[config.mk]
export PLATFORM = sky130hd
export DESIGN_NAME = flash_command_sequencer
export DESIGN_NICKNAME = d
export VERILOG_FILES = /design/src/shared/flash_seq_pkg.sv /design/src/hw/flash_command_sequencer.sv /design/src/hw/op_timer.sv
export SDC_FILE = /design/constraint.sdc
export NUM_CORES = 1
export LEC_CHECK = 0
export ABC_AREA = 1
export BUFFER_PORTS_ARGS = -buffer_cell sky130_fd_sc_hd__buf_2
export CAP_MARGIN = 0
export CORE_ASPECT_RATIO = 0.8
export CORE_MARGIN = 2
export CORE_UTILIZATION = 42
export DETAILED_ROUTE_END_ITERATION = 12
export PLACE_DENSITY = 0.62
export SLEW_MARGIN = 20
export SYNTH_ARGS = -nofsm -noshare
export SYNTH_HDL_FRONTEND = slang
export SYNTH_SLANG_ARGS = --single-unit
[constraint.sdc]
create_clock -name core_clk -period 6.45 [get_ports core_clk]
set_input_delay 0.3225 -clock core_clk [delete_from_list [all_inputs] [get_ports core_clk]]
set_output_delay 0.3225 -clock core_clk [all_outputs]
set_load 0.03 [all_outputs]
[src/shared/flash_seq_pkg.sv]
package flash_seq_pkg;
    // Bus and array widths
    localparam int ADDR_W = 32;
    localparam int DATA_W = 32;
    localparam int NBLK = 4;
    localparam int PAGE_LSB = 7;
    localparam int PAGE_WORDS = 1 << (PAGE_LSB - 2);
    localparam int CNT_W = 6;
    localparam int TMR_W = 16;

    // Command codes carried in the low data byte
    localparam logic [7:0] CMD_RESET = 8'hF0;
    localparam logic [7:0] UNLOCK1 = 8'hAA;
    localparam logic [7:0] UNLOCK2 = 8'h55;
    localparam logic [7:0] CMD_PROG = 8'hA0;
    localparam logic [7:0] CMD_ERASE = 8'h80;
    localparam logic [7:0] CMD_CHIP = 8'h10;
    localparam logic [7:0] CMD_BLOCK = 8'h30;
    localparam logic [7:0] CMD_PSET = 8'h9A;
    localparam logic [7:0] CMD_PCLR = 8'h6A;
    localparam logic [7:0] CMD_ID = 8'h90;
    localparam logic [7:0] CMD_IDSEL = 8'h00;

    // Command address field values
    localparam logic [7:0] ADR_55 = 8'h55;
    localparam logic [7:0] ADR_AA = 8'hAA;

    // Address field positions
    localparam int CADDR_LSB = 4;
    localparam int BLK_LSB = 15;
    localparam int IDSEL_LSB = 12;
    localparam int PBSEL_LSB = 7;
    localparam logic [1:0] AREA_FLASH = 2'h0;
    localparam logic [1:0] AREA_REG = 2'h1;

    // Register map and fields
    localparam logic [ADDR_W-1:0] OFS_STATUS = 32'h4000_0000;
    localparam logic [ADDR_W-1:0] OFS_PROT = 32'h4000_0004;
    localparam logic [ADDR_W-1:0] OFS_CTRL = 32'h4000_0008;
    localparam int ST_DONE = 0;
    localparam int ST_SEC = 1;
    localparam int CTRL_SEC = 0;

    // Array operation times
    localparam int CLK_PERIOD_NS = 100;
    localparam int PROG_TIME_NS = 1600;
    localparam int ERASE_TIME_NS = 6400;
    localparam logic [TMR_W-1:0] PROG_CYCLES = TMR_W'(PROG_TIME_NS / CLK_PERIOD_NS);
    localparam logic [TMR_W-1:0] ERASE_CYCLES = TMR_W'(ERASE_TIME_NS / CLK_PERIOD_NS);

    typedef enum logic [3:0] {
        S_READ, S_C1, S_C2, S_ID, S_X3, S_X4, S_X5, S_X6, S_PG1, S_PAGE, S_BUSY
    } state_e;

    typedef enum logic [1:0] {ACT_NONE, ACT_PSET, ACT_PCLR} act_e;

    typedef struct packed {
        logic [ADDR_W-1:0] addr;
        logic [DATA_W-1:0] wdata;
        logic wr;
        logic rd;
    } bus_req_s;

    typedef struct packed {
        logic prog;
        logic [ADDR_W-1:0] addr;
        logic [DATA_W-1:0] data;
        logic [NBLK-1:0] erase;
    } arr_cmd_s;
endpackage : flash_seq_pkg

[src/hw/flash_command_sequencer.sv]
`timescale 1ns/10ps
// How it works
// - An erased page takes one page program; reprogramming needs an erase first.
// - Never program a word inside a block whose protection flag is set.
// - Page program: three unlock cycles ending 0xA0, then page words ascending.
// - Chip erase skips protected blocks; all protected means straight back to read.
// - Chip erase is AA,55,80,AA,55,10; erase starts after the sixth cycle.
// - Block erase: five unlock cycles then 0x30 in the block; protected is skipped.
// - Protect set: AA,55,9A,AA,55,9A then 9A at selector; sets one flag.
// - Protect clear: AA,55,6A,AA,55,6A then 6A starts the flag erase.
// - Without security the four protection flags clear together, never singly.
// - With security, flag clear first erases the whole array, then the flags.
// - Done flag reads zero while an operation runs, one again after, read mode.
// - Only hardware reset aborts a running operation, never a command.
// - Code read: AA,55,90 then 0x00 at selector; flash reads return the code.
// - Code read mode stays, accepting repeated selector writes and reads.
// - Code read mode is left only by read, read/reset, hardware reset or an accepted program, erase or protect command.
// - Read is one 0xF0 write; read/reset is AA,55,F0; both give read mode.
// - Read or read/reset in mid sequence, outside page data, cancels it and returns to read mode.
// - Command cycles are word writes; only the low data byte is decoded.
// - Unlock cycles alternate command addresses 0x55 and 0xAA in the address field.
// - Cycles out of the defined order abandon the sequence to read mode, or to code read mode if it began there.
// - New command sequences are ignored while an operation runs.
// - Hardware reset stops a running operation and gives read mode.
module flash_command_sequencer
    import flash_seq_pkg::*;
#(
    parameter logic [7:0] MAKER_CODE = 8'h11, // Arbitrary value
    parameter logic [7:0] DEVICE_CODE = 8'h22, // Arbitrary value
    parameter logic [7:0] MACRO_CODE = 8'h44 // Arbitrary value
)
(
    input wire logic core_clk,
    input wire logic sys_rst,
    input wire bus_req_s bus,
    output logic [DATA_W-1:0] rdata,
    input wire logic [DATA_W-1:0] array_rdata,
    output arr_cmd_s arr_cmd,
    output logic operation_done_flag
);
    // Whole sequencer state lives in one register
    typedef struct packed {
        state_e st;
        act_e act;
        logic [7:0] code;
        logic id;
        logic [1:0] idsel;
        logic [1:0] psel;
        logic [ADDR_W-1:0] base;
        logic [CNT_W-1:0] cnt;
        logic [NBLK-1:0] prot;
        logic sec;
        logic [DATA_W-1:0] rdata;
        arr_cmd_s arr;
    } seq_s;

    seq_s q;
    seq_s n;
    logic is_flash;
    logic is_reg;
    logic wr_cmd;
    logic pg_ok;
    logic [7:0] ca;
    logic [7:0] dat;
    logic t_start;
    logic t_done;
    logic t_busy;
    logic [TMR_W-1:0] t_cycles;

    // Command address field of a bus address
    function automatic logic [7:0] cmd_addr(input logic [ADDR_W-1:0] a);
        return a[CADDR_LSB +: 8];
    endfunction : cmd_addr

    // Block index of a flash address
    function automatic logic [1:0] blk_of(input logic [ADDR_W-1:0] a);
        return a[BLK_LSB +: 2];
    endfunction : blk_of

    // Identification code by selector; selector 2 is reserved
    function automatic logic [7:0] code_of(input logic [1:0] sel);
        case (sel)
            2'h0: return MAKER_CODE;
            2'h1: return DEVICE_CODE;
            2'h3: return MACRO_CODE;
            default: return 8'h00;
        endcase
    endfunction : code_of

    // Bus decode; only the low data byte carries a command
    assign is_flash = bus.addr[ADDR_W-1 -: 2] == AREA_FLASH;
    assign is_reg = bus.addr[ADDR_W-1 -: 2] == AREA_REG;
    assign ca = cmd_addr(bus.addr);
    assign dat = bus.wdata[7:0];
    assign wr_cmd = bus.wr && is_flash && (q.st != S_BUSY);
    assign pg_ok = bus.addr == q.base + {{(ADDR_W-CNT_W-2){1'b0}}, q.cnt, 2'b00};

    // Next state of the sequencer, read path and array strobes
    always_comb begin
        n = q;
        n.arr.prog = 1'b0;
        n.arr.erase = '0;
        n.rdata = '0;
        t_start = 1'b0;
        t_cycles = PROG_CYCLES;

        // Read data stand only in the cycle after the strobe
        if (bus.rd) begin
            if (is_reg) begin
                case (bus.addr)
                    OFS_STATUS: begin
                        n.rdata[ST_DONE] = q.st != S_BUSY;
                        n.rdata[ST_SEC] = q.sec;
                    end
                    OFS_PROT: n.rdata[NBLK-1:0] = q.prot;
                    OFS_CTRL: n.rdata[CTRL_SEC] = q.sec;
                    default: n.rdata = '0;
                endcase
            end else if (is_flash && q.st == S_ID) begin
                n.rdata[7:0] = code_of(q.idsel);
            end else if (is_flash && q.st != S_BUSY) begin
                n.rdata = array_rdata;
            end
        end

        // Security control from software
        if (bus.wr && is_reg && bus.addr == OFS_CTRL) begin
            n.sec = bus.wdata[CTRL_SEC];
        end

        // Completion: apply flag change, back to read mode
        if (q.st == S_BUSY && t_done) begin
            case (q.act)
                ACT_PSET: n.prot[q.psel] = 1'b1;
                ACT_PCLR: n.prot = '0;
                default: n.prot = q.prot;
            endcase
            n.act = ACT_NONE;
            n.st = S_READ;
            n.id = 1'b0;
        end

        // Command cycles; page data may hold 0xF0 so it is not a reset there
        if (wr_cmd) begin
            if (dat == CMD_RESET && q.st != S_PAGE && q.st != S_PG1) begin
                n.st = S_READ;
                n.id = 1'b0;
            end else begin
                // Anything unexpected falls back to the resting mode
                n.st = q.id ? S_ID : S_READ;
                case (q.st)
                    S_READ, S_ID: begin
                        if (ca == ADR_55 && dat == UNLOCK1) begin
                            n.st = S_C1;
                        end else if (q.st == S_ID && dat == CMD_IDSEL) begin
                            n.idsel = bus.addr[IDSEL_LSB +: 2];
                        end
                    end
                    S_C1: begin
                        if (ca == ADR_AA && dat == UNLOCK2) begin
                            n.st = S_C2;
                        end
                    end
                    S_C2: begin
                        if (ca == ADR_55) begin
                            case (dat)
                                CMD_ID: begin
                                    n.st = S_ID;
                                    n.id = 1'b1;
                                end
                                CMD_PROG: n.st = S_PG1;
                                CMD_ERASE, CMD_PSET, CMD_PCLR: begin
                                    n.st = S_X3;
                                    n.code = dat;
                                end
                                default: n.st = q.id ? S_ID : S_READ;
                            endcase
                        end
                    end
                    S_X3: begin
                        if (ca == ADR_55 && dat == UNLOCK1) begin
                            n.st = S_X4;
                        end
                    end
                    S_X4: begin
                        if (ca == ADR_AA && dat == UNLOCK2) begin
                            n.st = S_X5;
                        end
                    end
                    S_X5: begin
                        if (q.code == CMD_ERASE && ca == ADR_55 && dat == CMD_CHIP) begin
                            // All blocks locked: nothing to erase, read mode at once
                            n.st = S_READ;
                            n.id = 1'b0;
                            if (q.prot != '1) begin
                                n.arr.erase = ~q.prot;
                                n.st = S_BUSY;
                                t_start = 1'b1;
                                t_cycles = ERASE_CYCLES;
                            end
                        end else if (q.code == CMD_ERASE && dat == CMD_BLOCK) begin
                            n.st = S_READ;
                            n.id = 1'b0;
                            if (!q.prot[blk_of(bus.addr)]) begin
                                n.arr.erase[blk_of(bus.addr)] = 1'b1;
                                n.st = S_BUSY;
                                t_start = 1'b1;
                                t_cycles = ERASE_CYCLES;
                            end
                        end else if (q.code != CMD_ERASE && ca == ADR_55 && dat == q.code) begin
                            n.st = S_X6;
                        end
                    end
                    S_X6: begin
                        if (dat == q.code) begin
                            n.st = S_BUSY;
                            t_start = 1'b1;
                            if (q.code == CMD_PSET) begin
                                n.act = ACT_PSET;
                                n.psel = bus.addr[PBSEL_LSB +: 2];
                            end else begin
                                n.act = ACT_PCLR;
                                if (q.sec) begin
                                    // Secured part: wipe the array before the flags
                                    n.arr.erase = '1;
                                    t_cycles = ERASE_CYCLES;
                                end
                            end
                        end
                    end
                    S_PG1: begin
                        // First word must be the page start; a misaligned one aborts
                        if (bus.addr[PAGE_LSB-1:0] == '0) begin
                            n.base = bus.addr;
                            n.cnt = CNT_W'(1);
                            n.st = S_PAGE;
                            if (!q.prot[blk_of(bus.addr)]) begin
                                n.arr.prog = 1'b1;
                                n.arr.addr = bus.addr;
                                n.arr.data = bus.wdata;
                            end
                        end
                    end
                    S_PAGE: begin
                        if (pg_ok) begin
                            if (!q.prot[blk_of(bus.addr)]) begin
                                n.arr.prog = 1'b1;
                                n.arr.addr = bus.addr;
                                n.arr.data = bus.wdata;
                            end
                            if (q.cnt == CNT_W'(PAGE_WORDS - 1)) begin
                                n.st = S_BUSY;
                                t_start = 1'b1;
                            end else begin
                                n.cnt = q.cnt + 1'b1;
                                n.st = S_PAGE;
                            end
                        end
                    end
                    default: n.st = S_READ;
                endcase
            end
        end
    end

    // Reset drops any running operation; flags are not kept across it
    always_ff @(posedge core_clk or posedge sys_rst) begin
        if (sys_rst) begin
            q <= '0;
        end else begin
            q <= n;
        end
    end

    // Array operation time
    op_timer u_tmr (
        .core_clk(core_clk),
        .sys_rst(sys_rst),
        .start(t_start),
        .cycles(t_cycles),
        .busy(t_busy),
        .done(t_done)
    );

    assign rdata = q.rdata;
    assign arr_cmd = q.arr;
    assign operation_done_flag = q.st != S_BUSY;
endmodule : flash_command_sequencer

[src/hw/op_timer.sv]
`timescale 1ns/10ps
module op_timer
    import flash_seq_pkg::*;
(
    input wire logic core_clk,
    input wire logic sys_rst,
    input wire logic start,
    input wire logic [TMR_W-1:0] cycles,
    output logic busy,
    output logic done
);
    typedef struct packed {
        logic [TMR_W-1:0] cnt;
        logic run;
        logic done;
    } tmr_s;

    tmr_s q;
    tmr_s n;

    // Count down; a start while running is ignored
    always_comb begin
        n = q;
        n.done = 1'b0;
        if (q.run) begin
            if (q.cnt <= TMR_W'(1)) begin
                n.run = 1'b0;
                n.done = 1'b1;
            end else begin
                n.cnt = q.cnt - 1'b1;
            end
        end else if (start) begin
            n.cnt = cycles;
            n.run = 1'b1;
        end
    end

    always_ff @(posedge core_clk or posedge sys_rst) begin
        if (sys_rst) begin
            q <= '0;
        end else begin
            q <= n;
        end
    end

    assign busy = q.run;
    assign done = q.done;
endmodule : op_timer

==> impl_metrics.json <==
{
  "rsz0062_at_grt": "no",
  "r2r_cells": 23,
  "power.share.sequential": 0.482,
  "die_h_um": 154,
  "hold_viol": 0,
  "antenna_found_initial": 2,
  "tns_ns": 0,
  "min_period_over_period": 0.595,
  "root_buffer": "clkbuf_16",
  "synth-edff-count": 0,
  "mostFrequentLayoutCell": "nand2_1",
  "post_cts_buffers": 0,
  "drive_gt1_frac": 0.158,
  "drtIter0Drc": 986,
  "p_total_mw": 2.40,
  "final_cell_mix": "nand2_1, buf_2, inv_1, dfrtp_1, nor2_1",
  "chipWidth_um": 192,
  "worst_slack_ns": 2.61,
  "power.density_nw_per_um2": 186,
  "clk_pin_slew_ns": 0.07,
  "track_usage": 0.235,
  "vdd_drop_max_mv": 0.185,
  "postCtsHoldBufs": 0,
  "clkSinkCount": 181,
  "htreeDepth": 4,
  "cts_resized": 0,
  "p_leak_nw": 6.90,
  "yosys_warnings": 0,
  "dpl.hpwl_um": 26000,
  "routabilityCongestion": 0.997,
  "die_area_sq_um": 29600,
  "ios": 202,
  "core_area_sq_um": 27500,
  "status": "complete, no violations",
  "antenna_left": 0,
  "grt_pass1_vias": 9877,
  "avgRoutedWirePerCell_um": 16.2,
  "cts_tree": "built",
  "slew_violations": 0,
  "synth_cells": 1663,
  "cp.arrival_ns": 4.15,
  "clkLatencyLatePin_ns": 0.44,
  "rows": 54,
  "drc": 0,
  "fin_nets": 1855,
  "critPathRequiredTime_ns": 6.76,
  "cpMaxStageDelayCell": "dfrtp_1",
  "first_pass_iters": 5,
  "maxCapViolCount": 0,
  "synthesis.nets": 1774,
  "netSwitchingFraction": 0.278,
  "postRouteWirelength_um": 34500,
  "p_comb_frac": 0.097,
  "vias_per_cell": 5.18,
  "cpMostUsedCell": "nand2_1",
  "synth-seq-cells": 181,
  "post-route-util": 0.471,
  "fmax_ghz": 0.260,
  "fin_crit_ns": 3.84,
  "clock_skew_ns": 0.0114,
  "slew_headroom": 0.269,
  "clock_path_buffers": 2,
  "pre_cts_slack_ns": 2.65,
  "tightestPinTransition_ns": 1.09,
  "syn_avg_cell_area_sq_um": 7.13,
  "area_growth_pct": 9.08,
  "crit_fanout": 22,
  "initial_core_util": 0.431,
  "worstSetupStartpointType": "flop",
  "grt_max_degree": 105,
  "vias": 11000,
  "worstSetupPathType": "reg -> reg",
  "critPathCaptureType": "flop",
  "p_sw_mw": 0.667,
  "cts_buffers": 17,
  "synth_cell_types": 48,
  "clkPwrFrac": 0.421,
  "grt_first_pass_wirelength_um": 54700,
  "path_cells": "ha_1 -> inv_1 -> fa_1 -> inv_1 -> nand3_1 -> nand2_1 -> nand3_2 -> nand2_2 -> nand2_1 -> nor2_1 -> nand2_1 -> nand2_1 -> nand2_1 -> nor2_1 -> nand2_1 -> nor2_2 -> nand2_2 -> nand2_4 -> nand2_2 -> nor2_4 -> inv_2 -> nand2_1 -> o21ai_0",
  "io_buffers": 201,
  "setup_viol": 0,
  "hold_class": "in -> async",
  "max_stage_delay_ns": 0.44,
  "synth_ff_type": "dfrtp_1",
  "netlist_area_sq_um": 11900,
  "ys_seq_area_frac": 0.382,
  "p_int_mw": 1.73,
  "synthArstFlopShare": 1.00,
  "grt_overflow": 0
}
power by group through the flow:
stage	Combinational (mW)	Clock (mW)	Sequential, mW
after floorplan	0.147	0	1.17
after global routing	0.261	1.08	1.16
after detailed placement	0.231	0	1.18
after global placement	0.232	0	1.18
after CTS	0.232	1.03	1.16
final	0.233	1.01	1.16
state kept, by name (all words and copies together) (netlist names):
| register | cells |
|---|---|
| arr_cmd | 69 |
| q | 62 |
| rdata | 32 |
| u_tmr.busy | 1 |
| u_tmr.done | 1 |
| u_tmr.q | 16 |
through the flow:
step	instance area, sq um	instances	hold slack, ns
finish	12900	2123	0.00745
global route	12900	2121	0.0707
CTS	12900	2121	0.0650
detailed placement	12400	2089	0.472
global placement	12400	2089	0.461
floorplan	11900	1663	0.439
logic make-up after synthesis:
family                   Yosys count  share of synthesized area
buffers and inverters            335                      0.145
adder cells (fa/ha/maj)           11                     0.0122
XOR/XNOR                          48                     0.0354
AND/OR/NAND/NOR                  853                      0.310
AO/OA/AOI/OAI                    211                     0.0955
flip-flops                       181                      0.382
multiplexers                      24                     0.0203
area by class of cell:
class                      count  area (sq um)
inverter                     189           717
clock inverter                14           119
fill                        2837         14600
clock buffer                  18           439
sequential                   181          4530
antenna                        2          5.00
tap                          364           455
multi-input combinational   1147          5620
timing repair buffer         208          1060
worst paths after layout:
check,from,endpoint,slack [ns]
max,q[106]$_DFFE_PP0P_,arr_cmd[35]$_DFFE_PP0P_,2.61
min,sys_rst,arr_cmd[16]$_DFFE_PP0P_,0.007
max reg2reg,q[106]$_DFFE_PP0P_,arr_cmd[35]$_DFFE_PP0P_,2.61
min reg2reg,q[114]$_DFFE_PP0P_,q[114]$_DFFE_PP0P_,0.48
max in group asynchronous,sys_rst,q[134]$_DFFE_PP0P_,4.90
min in group core_clk,array_rdata[11],rdata[11]$_DFF_PP0_,0.10
cell usage after synthesis (2+ instances only):
cell type,number,area share
nand2_4,2,0.0019
ha_1,10,0.011
o21ai_1,35,0.015
dfrtp_1,181,0.38
nand3_1,120,0.051
xor2_1,33,0.024
nand2_2,9,0.0047
buf_2,4,0.0017
clkinv_1,2,0.00063
xnor2_1,15,0.011
nor3b_1,3,0.0019
inv_1,185,0.059
nand3b_1,7,0.0044
nor4_1,13,0.0069
clkbuf_1,27,0.0085
nand4_1,33,0.017
mux2i_1,24,0.020
buf_1,2,0.00063
o22ai_1,3,0.0016
inv_2,2,0.00063
buf_6,8,0.0076
nor2_2,4,0.0021
o21ai_0,106,0.045
nand2_1,451,0.14
buf_4,105,0.066
a211oi_1,4,0.0025
nor2_1,168,0.053
o211ai_1,4,0.0025
o21ai_2,3,0.0022
a22o_1,2,0.0015
or2_2,8,0.0042
nor3_1,26,0.011
a31oi_1,5,0.0026
nor3_4,2,0.0027
a21oi_1,42,0.018
nand3_2,2,0.0017
a22oi_1,2,0.0013
metal layers:
layer,GRT usage,vias to the layer above,share of wire
met3,0.0631,43,0.097
li1,-,5397,-
met2,0.316,466,0.39
met5,0,-,0
met1,0.371,5094,0.50
met4,0.0473,0,0.014
worst max-delay path: cells and delay by family (launching register included):
family / cells / cell delay (ns)
AND/OR/NAND/NOR: 17 / 2.09
adder cells (fa/ha/maj): 2 / 0.63
buffers and inverters: 3 / 0.48
flip-flops: 1 / 0.44
AO/OA/AOI/OAI: 1 / 0.07
No activity file was read; power rests on OpenSTA's default activity.
